File: config.mk
export PLATFORM = sky130hd
export DESIGN_NAME = dsg_top
export DESIGN_NICKNAME = d
export VERILOG_FILES = /design/src/hdl/dsg_pkg.sv /design/src/hdl/dsg_top.sv
export SDC_FILE = /design/constraint.sdc
export NUM_CORES = 1
export LEC_CHECK = 0
export BUFFER_PORTS_ARGS = -buffer_cell sky130_fd_sc_hd__buf_4
export CORE_MARGIN = 4
export CORE_UTILIZATION = 53
export CTS_CLUSTER_SIZE = 16
export DETAILED_ROUTE_END_ITERATION = 8
export GPL_TIMING_DRIVEN = 0
export PLACE_DENSITY = 0.85
export SETUP_SLACK_MARGIN = 0.3
export SLEW_MARGIN = 30
export SYNTH_ARGS = -nofsm -noshare
export SYNTH_HDL_FRONTEND = slang
export SYNTH_SLANG_ARGS = --single-unit
File: constraint.sdc
create_clock -name ref_clk_i -period 5.1 [get_ports ref_clk_i]
set_input_delay 1.02 -clock ref_clk_i [delete_from_list [all_inputs] [get_ports ref_clk_i]]
set_output_delay 1.02 -clock ref_clk_i [all_outputs]
set_load 0.02 [all_outputs]
File: src/hdl/dsg_pkg.sv
// Package: register map, field layout and reset values of the status and GPIO block
package dsg_pkg;
   // ----------------------------------------------------------------
   // Register offsets (printed offsets are not word aligned: indices)
   // ----------------------------------------------------------------
   localparam logic [7:0]  IDX_LINK_STATUS = 8'h1C;
   localparam logic [7:0]  IDX_PIN0_CFG    = 8'h1D;
   localparam logic [7:0]  IDX_PIN12_CFG   = 8'h1E;
   localparam logic [7:0]  IDX_IRQ_STATUS  = 8'h40;
   localparam logic [7:0]  IDX_IRQ_MASK    = 8'h41;
   localparam int          ADDR_W          = 12;
   localparam int          WORD_SHIFT      = 2;

   // ----------------------------------------------------------------
   // Status bit positions
   // ----------------------------------------------------------------
   localparam int ST_LOCK   = 0;
   localparam int ST_SIGDET = 1;
   localparam int ST_AUDLK  = 3;
   localparam int ST_RXDUAL = 4;
   localparam int ST_TXDUAL = 5;
   localparam logic [7:0] ST_USED_MASK = 8'h3B;
   localparam logic [7:0] ST_RESET     = 8'h00;

   // ----------------------------------------------------------------
   // Per-pin nibble layout: value, remote, direction, enable
   // ----------------------------------------------------------------
   localparam int PF_EN   = 0;
   localparam int PF_DIR  = 1;
   localparam int PF_REM  = 2;
   localparam int PF_VAL  = 3;
   localparam int NIB_W   = 4;
   localparam int NUM_PINS = 3;
   localparam logic [3:0] NIB_RST_NORMAL = 4'h0;
   localparam logic [3:0] NIB_RST_PORT1  = 4'h3;
   localparam logic [3:0] REVISION_FIELD = 4'h7; // Arbitrary value

   // ----------------------------------------------------------------
   // Pad modes from {direction, enable}
   // ----------------------------------------------------------------
   localparam logic [1:0] MODE_FUNC_OUT = 2'h0;
   localparam logic [1:0] MODE_GPIO_OUT = 2'h1;
   localparam logic [1:0] MODE_TRISTATE = 2'h2;
   localparam logic [1:0] MODE_GPIO_IN  = 2'h3;

   localparam logic [1:0] RESP_OKAY   = 2'h0;
   localparam logic [1:0] RESP_SLVERR = 2'h2;
endpackage : dsg_pkg

File: src/hdl/dsg_top.sv
// Status register and three-pin GPIO configuration behind an AXI4-Lite slave
`timescale 1ns/10ps
`default_nettype none
module dsg_top
   import dsg_pkg::*;
#(
   parameter int NPINS = dsg_pkg::NUM_PINS
) (
   input  wire logic                      ref_clk_i,
   input  wire logic                      rstn_i,
   input  wire logic                      clk_en_i,
   // AXI4-Lite slave
   input  wire logic [dsg_pkg::ADDR_W-1:0] s_awaddr_i,
   input  wire logic                      s_awvalid_i,
   output logic                           s_awready_o,
   input  wire logic [31:0]               s_wdata_i,
   input  wire logic [3:0]                s_wstrb_i,
   input  wire logic                      s_wvalid_i,
   output logic                           s_wready_o,
   output logic [1:0]                     s_bresp_o,
   output logic                           s_bvalid_o,
   input  wire logic                      s_bready_i,
   input  wire logic [dsg_pkg::ADDR_W-1:0] s_araddr_i,
   input  wire logic                      s_arvalid_i,
   output logic                           s_arready_o,
   output logic [31:0]                    s_rdata_o,
   output logic [1:0]                     s_rresp_o,
   output logic                           s_rvalid_o,
   input  wire logic                      s_rready_i,
   // Link status inputs
   input  wire logic                      tx_two_link_flag_i,
   input  wire logic                      rx_two_link_flag_i,
   input  wire logic                      audio_pll_lock_i,
   input  wire logic                      signal_detect_i,
   input  wire logic [1:0]                chan_lock_i,
   // Port select, global GPIO setting, remote values
   input  wire logic                      second_port_select_i,
   input  wire logic                      global_direction_i,
   input  wire logic                      global_enable_i,
   input  wire logic                      global_out_value_i,
   input  wire logic [NPINS-1:0]          remote_value_i,
   input  wire logic [NPINS-1:0]          func_out_i,
   // Primary pins
   input  wire logic [NPINS-1:0]          pin_i,
   output logic [NPINS-1:0]               pin_o,
   output logic [NPINS-1:0]               pin_oe_o,
   // Second-port pins
   input  wire logic [NPINS-1:0]          second_port_pin_i,
   output logic [NPINS-1:0]               second_port_pin_o,
   output logic [NPINS-1:0]               second_port_pin_oe_o,
   output logic [NPINS-1:0]               gpio_in_value_o,
   output logic                           irq_o
);
   import dsg_pkg::*;

   // ----------------------------------------------------------------
   // Decode helpers
   // ----------------------------------------------------------------
   function automatic logic [7:0] word_index(input logic [ADDR_W-1:0] a);
      word_index = a[WORD_SHIFT +: 8];
   endfunction : word_index

   function automatic logic idx_mapped(input logic [7:0] i);
      idx_mapped = (i == IDX_LINK_STATUS) || (i == IDX_PIN0_CFG) || (i == IDX_PIN12_CFG)
                   || (i == IDX_IRQ_STATUS) || (i == IDX_IRQ_MASK);
   endfunction : idx_mapped

   // ----------------------------------------------------------------
   // Status sampling
   // ----------------------------------------------------------------
   logic [7:0] status_ff;
   logic [7:0] nxt_status;
   logic       lock_now;

   // Dual link counts as locked only when both channels are
   assign lock_now = rx_two_link_flag_i ? (&chan_lock_i) : chan_lock_i[0];

   always_comb begin
      nxt_status            = ST_RESET;
      nxt_status[ST_TXDUAL] = tx_two_link_flag_i;
      nxt_status[ST_RXDUAL] = rx_two_link_flag_i;
      nxt_status[ST_AUDLK]  = audio_pll_lock_i;
      nxt_status[ST_SIGDET] = signal_detect_i;
      nxt_status[ST_LOCK]   = lock_now;
   end

   always_ff @(posedge ref_clk_i) begin
      if (!rstn_i) begin
         status_ff <= ST_RESET;
      end else if (clk_en_i) begin
         status_ff <= nxt_status & ST_USED_MASK;
      end
   end

   // ----------------------------------------------------------------
   // AXI4-Lite write path
   // ----------------------------------------------------------------
   logic                  aw_held_ff;
   logic                  w_held_ff;
   logic [ADDR_W-1:0]     awaddr_ff;
   logic [31:0]           wdata_ff;
   logic [3:0]            wstrb_ff;
   logic                  bvalid_ff;
   logic [1:0]            bresp_ff;
   logic                  wr_fire;
   logic [7:0]            wr_idx;
   logic                  wr_lane0;
   logic                  nxt_aw_held;
   logic                  nxt_w_held;
   logic                  nxt_bvalid;

   // Ready lines are registered inverses of the next busy state
   assign nxt_aw_held = (s_awvalid_i && s_awready_o) || (aw_held_ff && !wr_fire);
   assign nxt_w_held  = (s_wvalid_i && s_wready_o) || (w_held_ff && !wr_fire);
   assign nxt_bvalid  = wr_fire || (bvalid_ff && !s_bready_i);
   assign wr_fire     = aw_held_ff && w_held_ff && !bvalid_ff && clk_en_i;
   assign wr_idx      = word_index(awaddr_ff);
   assign wr_lane0    = wstrb_ff[0];
   assign s_bvalid_o  = bvalid_ff;
   assign s_bresp_o   = bresp_ff;

   always_ff @(posedge ref_clk_i) begin
      if (!rstn_i) begin
         s_awready_o <= 1'b1;
         s_wready_o  <= 1'b1;
      end else if (clk_en_i) begin
         s_awready_o <= !nxt_aw_held && !nxt_bvalid;
         s_wready_o  <= !nxt_w_held && !nxt_bvalid;
      end
   end

   always_ff @(posedge ref_clk_i) begin
      if (!rstn_i) begin
         aw_held_ff <= 1'b0;
         awaddr_ff  <= '0;
      end else if (clk_en_i) begin
         if (s_awvalid_i && s_awready_o) begin
            aw_held_ff <= 1'b1;
            awaddr_ff  <= s_awaddr_i;
         end else if (wr_fire) begin
            aw_held_ff <= 1'b0;
         end
      end
   end

   always_ff @(posedge ref_clk_i) begin
      if (!rstn_i) begin
         w_held_ff <= 1'b0;
         wdata_ff  <= '0;
         wstrb_ff  <= '0;
      end else if (clk_en_i) begin
         if (s_wvalid_i && s_wready_o) begin
            w_held_ff <= 1'b1;
            wdata_ff  <= s_wdata_i;
            wstrb_ff  <= s_wstrb_i;
         end else if (wr_fire) begin
            w_held_ff <= 1'b0;
         end
      end
   end

   always_ff @(posedge ref_clk_i) begin
      if (!rstn_i) begin
         bvalid_ff <= 1'b0;
         bresp_ff  <= RESP_OKAY;
      end else if (clk_en_i) begin
         if (wr_fire) begin
            bvalid_ff <= 1'b1;
            bresp_ff  <= idx_mapped(wr_idx) ? RESP_OKAY : RESP_SLVERR;
         end else if (s_bready_i) begin
            bvalid_ff <= 1'b0;
         end
      end
   end

   // ----------------------------------------------------------------
   // Configuration registers
   // ----------------------------------------------------------------
   logic [NIB_W-1:0] pin_cfg_ff [NPINS];
   logic             port_sel_ff;
   logic [NIB_W-1:0] rst_nib;

   // Strap is taken while reset is held, so it is a clocked capture
   assign rst_nib = second_port_select_i ? NIB_RST_PORT1 : NIB_RST_NORMAL;

   always_ff @(posedge ref_clk_i) begin
      if (!rstn_i) begin
         port_sel_ff <= second_port_select_i;
      end else if (clk_en_i) begin
         port_sel_ff <= second_port_select_i;
      end
   end

   genvar g;
   generate
      for (g = 0; g < NPINS; g++) begin : g_cfg
         // Pin0 in 0x1D low nibble; pins 1,2 share 0x1E low/high nibble
         localparam logic [7:0] CFG_IDX = (g == 0) ? IDX_PIN0_CFG : IDX_PIN12_CFG;
         localparam int         NIB_LO  = (g == 2) ? NIB_W : 0;
         always_ff @(posedge ref_clk_i) begin
            if (!rstn_i) begin
               pin_cfg_ff[g] <= rst_nib;
            end else if (clk_en_i && wr_fire && wr_lane0 && (wr_idx == CFG_IDX)) begin
               pin_cfg_ff[g] <= wdata_ff[NIB_LO +: NIB_W];
            end
         end
      end
   endgenerate

   // ----------------------------------------------------------------
   // Interrupts: status bit changes latch sticky, write one to clear
   // ----------------------------------------------------------------
   logic [7:0] irq_status_ff;
   logic [7:0] irq_mask_ff;
   logic [7:0] status_event;
   logic [7:0] irq_clr;

   assign status_event = (status_ff ^ nxt_status) & ST_USED_MASK;
   assign irq_clr = (wr_fire && wr_lane0 && wr_idx == IDX_IRQ_STATUS) ? wdata_ff[7:0] : 8'h00;

   always_ff @(posedge ref_clk_i) begin
      if (!rstn_i) begin
         irq_status_ff <= 8'h00;
         irq_mask_ff   <= 8'h00;
         irq_o         <= 1'b0;
      end else if (clk_en_i) begin
         // Set wins over a simultaneous clear
         irq_status_ff <= (irq_status_ff & ~irq_clr) | status_event;
         if (wr_fire && wr_lane0 && wr_idx == IDX_IRQ_MASK) begin
            irq_mask_ff <= wdata_ff[7:0] & ST_USED_MASK;
         end
         irq_o <= |((irq_status_ff & ~irq_clr | status_event) & irq_mask_ff);
      end
   end

   // ----------------------------------------------------------------
   // AXI4-Lite read path
   // ----------------------------------------------------------------
   logic        rvalid_ff;
   logic [31:0] rdata_ff;
   logic [1:0]  rresp_ff;
   logic [7:0]  rd_idx;
   logic [7:0]  rd_byte;

   assign rd_idx      = word_index(s_araddr_i);
   assign s_rvalid_o  = rvalid_ff;
   assign s_rdata_o   = rdata_ff;
   assign s_rresp_o   = rresp_ff;

   always_comb begin
      rd_byte = 8'h00;
      if (rd_idx == IDX_LINK_STATUS) begin
         rd_byte = status_ff;
      end else if (rd_idx == IDX_PIN0_CFG) begin
         rd_byte = {REVISION_FIELD, pin_cfg_ff[0]};
      end else if (rd_idx == IDX_PIN12_CFG) begin
         rd_byte = {pin_cfg_ff[2], pin_cfg_ff[1]};
      end else if (rd_idx == IDX_IRQ_STATUS) begin
         rd_byte = irq_status_ff;
      end else if (rd_idx == IDX_IRQ_MASK) begin
         rd_byte = irq_mask_ff;
      end
   end

   always_ff @(posedge ref_clk_i) begin
      if (!rstn_i) begin
         rvalid_ff <= 1'b0;
         rdata_ff  <= '0;
         rresp_ff  <= RESP_OKAY;
         s_arready_o <= 1'b1;
      end else if (clk_en_i) begin
         // Low from the taking edge until the read data is accepted
         s_arready_o <= !((s_arvalid_i && s_arready_o) || (rvalid_ff && !s_rready_i));
         if (s_arvalid_i && s_arready_o) begin
            rvalid_ff <= 1'b1;
            rdata_ff  <= {24'h000000, rd_byte};
            rresp_ff  <= idx_mapped(rd_idx) ? RESP_OKAY : RESP_SLVERR;
         end else if (s_rready_i) begin
            rvalid_ff <= 1'b0;
         end
      end
   end

   // ----------------------------------------------------------------
   // Pad control
   // ----------------------------------------------------------------
   logic [NPINS-1:0] nxt_drv;
   logic [NPINS-1:0] nxt_oe;
   logic [NPINS-1:0] nxt_in;
   logic [NPINS-1:0] pad_drv_ff;
   logic [NPINS-1:0] pad_oe_ff;

   always_comb begin
      nxt_drv = '0;
      nxt_oe  = '0;
      nxt_in  = '0;
      for (int p = 0; p < NPINS; p++) begin
         logic [1:0] mode;
         logic       pin_val;
         mode    = {pin_cfg_ff[p][PF_DIR], pin_cfg_ff[p][PF_EN]};
         pin_val = port_sel_ff ? second_port_pin_i[p] : pin_i[p];
         // Pin bits left at functional mode defer to the global setting
         if (mode == MODE_FUNC_OUT) begin
            mode = {global_direction_i, global_enable_i};
         end
         if (pin_cfg_ff[p][PF_REM]) begin
            nxt_oe[p]  = 1'b1;
            nxt_drv[p] = remote_value_i[p];
         end else begin
            // Remote values are not looked at here
            unique case (mode)
               MODE_FUNC_OUT: begin
                  nxt_oe[p]  = 1'b1;
                  nxt_drv[p] = func_out_i[p];
               end
               MODE_GPIO_OUT: begin
                  nxt_oe[p]  = 1'b1;
                  nxt_drv[p] = (mode == {pin_cfg_ff[p][PF_DIR], pin_cfg_ff[p][PF_EN]})
                               ? pin_cfg_ff[p][PF_VAL] : global_out_value_i;
               end
               MODE_TRISTATE: begin
                  nxt_oe[p] = 1'b0;
               end
               MODE_GPIO_IN: begin
                  nxt_oe[p] = 1'b0;
                  nxt_in[p] = pin_val;
               end
            endcase
         end
      end
   end

   always_ff @(posedge ref_clk_i) begin
      if (!rstn_i) begin
         pad_drv_ff      <= '0;
         pad_oe_ff       <= '0;
         gpio_in_value_o <= '0;
      end else if (clk_en_i) begin
         pad_drv_ff      <= nxt_drv;
         pad_oe_ff       <= nxt_oe;
         gpio_in_value_o <= nxt_in;
      end
   end

   // Unselected pin set stays released
   always_ff @(posedge ref_clk_i) begin
      if (!rstn_i) begin
         pin_o                <= '0;
         pin_oe_o             <= '0;
         second_port_pin_o    <= '0;
         second_port_pin_oe_o <= '0;
      end else if (clk_en_i) begin
         pin_o                <= port_sel_ff ? '0 : nxt_drv;
         pin_oe_o             <= port_sel_ff ? '0 : nxt_oe;
         second_port_pin_o    <= port_sel_ff ? nxt_drv : '0;
         second_port_pin_oe_o <= port_sel_ff ? nxt_oe : '0;
      end
   end
endmodule : dsg_top
`default_nettype wire

==> results.cfg <==
[timing]
fin_crit_ns = 2.65
max_slew_margin_pct = 42.9
tns_ns = 0
tightestPinTransition_ns = 0.849
maxSlewViolCount = 0
finalClockSkew_ns = 0.0160
rsz0062_at_grt = no
timing.final.ws_setup_ns = 2.45
setup_viol = 0
hold_viol = 0
min_period_over_period_pct = 52.0
fmax_mhz = 377

[die]
coreArea_um2 = 6940
die_area_um2 = 8710
rows = 30
die_x_um = 93.3
io_pins = 147
initial_core_util_pct = 55.6
fp.dieH_um = 93.3

[clock_tree]
path_clk_slew_ns = 0.08
htree_levels = 3
cts_buffers = 9
postCtsSetupRepairBufs = 0
holdBufCountCts = 0
ctsRootBufferMaster = clkbuf_8
postCtsResizedCells = 0
cts_tree = done
clock_latency_ns = 0.36
cts_buffer_depth = 2
clock_sinks = 81

[logic_synthesis]
synth_area_leader_cell = dfxtp_1
synth.area.top_cells = dfxtp_1, edfxtp_1, nand2_1, a21oi_1, buf_4
synth_edf_count = 13
synth-async-reset-ratio_pct = 0
synth.most_common_cell = nand2_1
synth_top_flop_cell = dfxtp_1
syn-cell-area_um2 = 3860
ys_types = 51
ys_warn_count = 0
synthCells = 440
synth.top_cell.area_share_pct = 35.3
ys_top_cells_by_count = nand2_1, dfxtp_1, nor2_1
syn_avg_cell_area_um2 = 8.77
seq_area_frac_synth_pct = 45.4
postSynthRegisterBits = 81

[critical_path]
cp_max_fo = 10
cp-end-kind = flop
path_class = in2reg
regToRegSetupSlack_ns = 3.00
worstSetupStartpointType = input port
worstPathArrival_ns = 2.86
crit_required_ns = 5.31

[global_route]
grt_max_degree = 14
grt_pass1_vias = 3401
grtUsageTotal_pct = 24.2
antenna_found_initial = 0
grt-ovfl-total = 0
grt_pass1_wl_um = 16400

[place]
pre_cts_ws_ns = 2.15
finalWeightedCongestion = 0.883
hpwl_um = 8270
io_buffers = 85

[pwr]
p_per_area_nw_per_um2 = 297
ir_worst_vdd_mv = 0.173
power.leakage_nw = 2.10

[route]
drt-pass1-iter-count = 5
wl_per_cell_um = 16.3
num_vias = 3668
vias_per_cell = 5.54
drtAntennaViolNets = 0
drcViolationCount = 0
routed_wl_um = 10800
first_iter_violations = 249

[final_layout]
area_delta_synth_final_pct = 28.1
antenna_cells = 0
fin_util_pct = 71.2
fin_nets = 651
drive_gt1_share_pct = 26.5
fillers = 550

[run_status]
status = finished clean

[run]
maxCapViolations = 0

[hold_path]
hold_path_class = reg2reg
==> cells in the final DEF, fill, tap and decap left out, drive strengths merged, types with 3 or more instances in the layout <==
cell type / instances
inv: 15
nand3: 14
mux2: 14
dfxtp: 68
nor4: 4
and3: 3
nor2: 49
nand2: 69
clkbuf: 27
a2bb2oi: 12
o21ai: 9
a31oi: 6
xor2: 4
mux2i: 15
edfxtp: 13
a211o: 5
a21oi: 45
nand2b: 8
buf: 114
conb: 26
a22oi: 6
a211oi: 3
a221oi: 5
==> where the power goes <==
group	total (W)	switching [W]	internal (W)	leakage [nW]
sequential	0.000706	0.0000280	0.000678	0.686
combinational	0.000219	0.000119	0.000100	1.29
clock	0.000541	0.000225	0.000317	0.117
==> state kept, by name, indices dropped and copies added (netlist names), 3 cells and up <==
signal                count
pin_o                     3
irq_mask_ff               5
gpio_in_value_o           3
second_port_pin_o         3
pin_cfg_ff               12
pin_oe_o                  3
s_rdata_o                 8
second_port_pin_oe_o      3
status_ff                 5
wdata_ff                  8
awaddr_ff                 8
irq_status_ff             8
==> per-layer routing <==
metal / wire length, um / vias to the layer above / global-route usage (%)
met5: 0 / - / 0
met4: 303 / 0 / 10.5
met3: 1050 / 25 / 4.51
met2: 5230 / 212 / 42.0
met1: 4220 / 1689 / 29.0
li1: - / 1742 / -
==> worst paths after layout <==
check / from / endpoint / cells past startpoint
worst max-delay path: clk_en_i / wdata_ff[4] / 6
worst min-delay path: irq_status_ff[7] / irq_status_ff[7] / 2
worst max register to register: awaddr_ff[9] / pin_cfg_ff[0][1] / 4
worst min register to register: irq_status_ff[7] / irq_status_ff[7] / 2
==> per-stage QoR <==
step | hold slack [ns] | total power [W] | area [um2] | std cells
final | 0.441 | 0.00147 | 4940 | 662
after global routing | 0.452 | 0.00152 | 4940 | 662
after CTS | 0.439 | 0.00147 | 4940 | 662
after detailed placement | 0.424 | 0.000936 | 4710 | 646
after global placement | 0.422 | 0.000929 | 4710 | 646
after floorplan | 0.412 | 0.000849 | 3950 | 465
==> area by class of cell <==
cell class	count	area [um2]	area share [%]
repair buffers	85	638	12.9
clock buffers	14	173	3.49
clock inverters	2	60.1	1.21
well taps	96	120	2.43
flip-flops and latches	81	1750	35.4
inverters	16	60.1	1.21
plain buffers	42	258	5.21
multi-input cells	326	1880	38.1
==> critical path, cell delays in order <==
cell and delay [ns]:
buf_4 0.10, clkbuf_1 0.40, buf_1 0.61, nand3_1 0.46, nand2_1 0.18, a21oi_1 0.08
==> cell families (layout without fill, tap and decap cells) <==
family | Yosys count | count (layout) | share of synthesized area [%]
and+or+nand+nor | 167 | 167 | 20.4
buffers and inverters | 58 | 159 | 8.24
xor gates and xnor gates | 4 | 4 | 0.908
muxes | 29 | 29 | 7.98
other | 1 | 26 | 0.0972
AOI/OAI and AO/OA | 100 | 100 | 17.0
DFF | 81 | 81 | 45.4
Power figures use the tool's default switching activity.
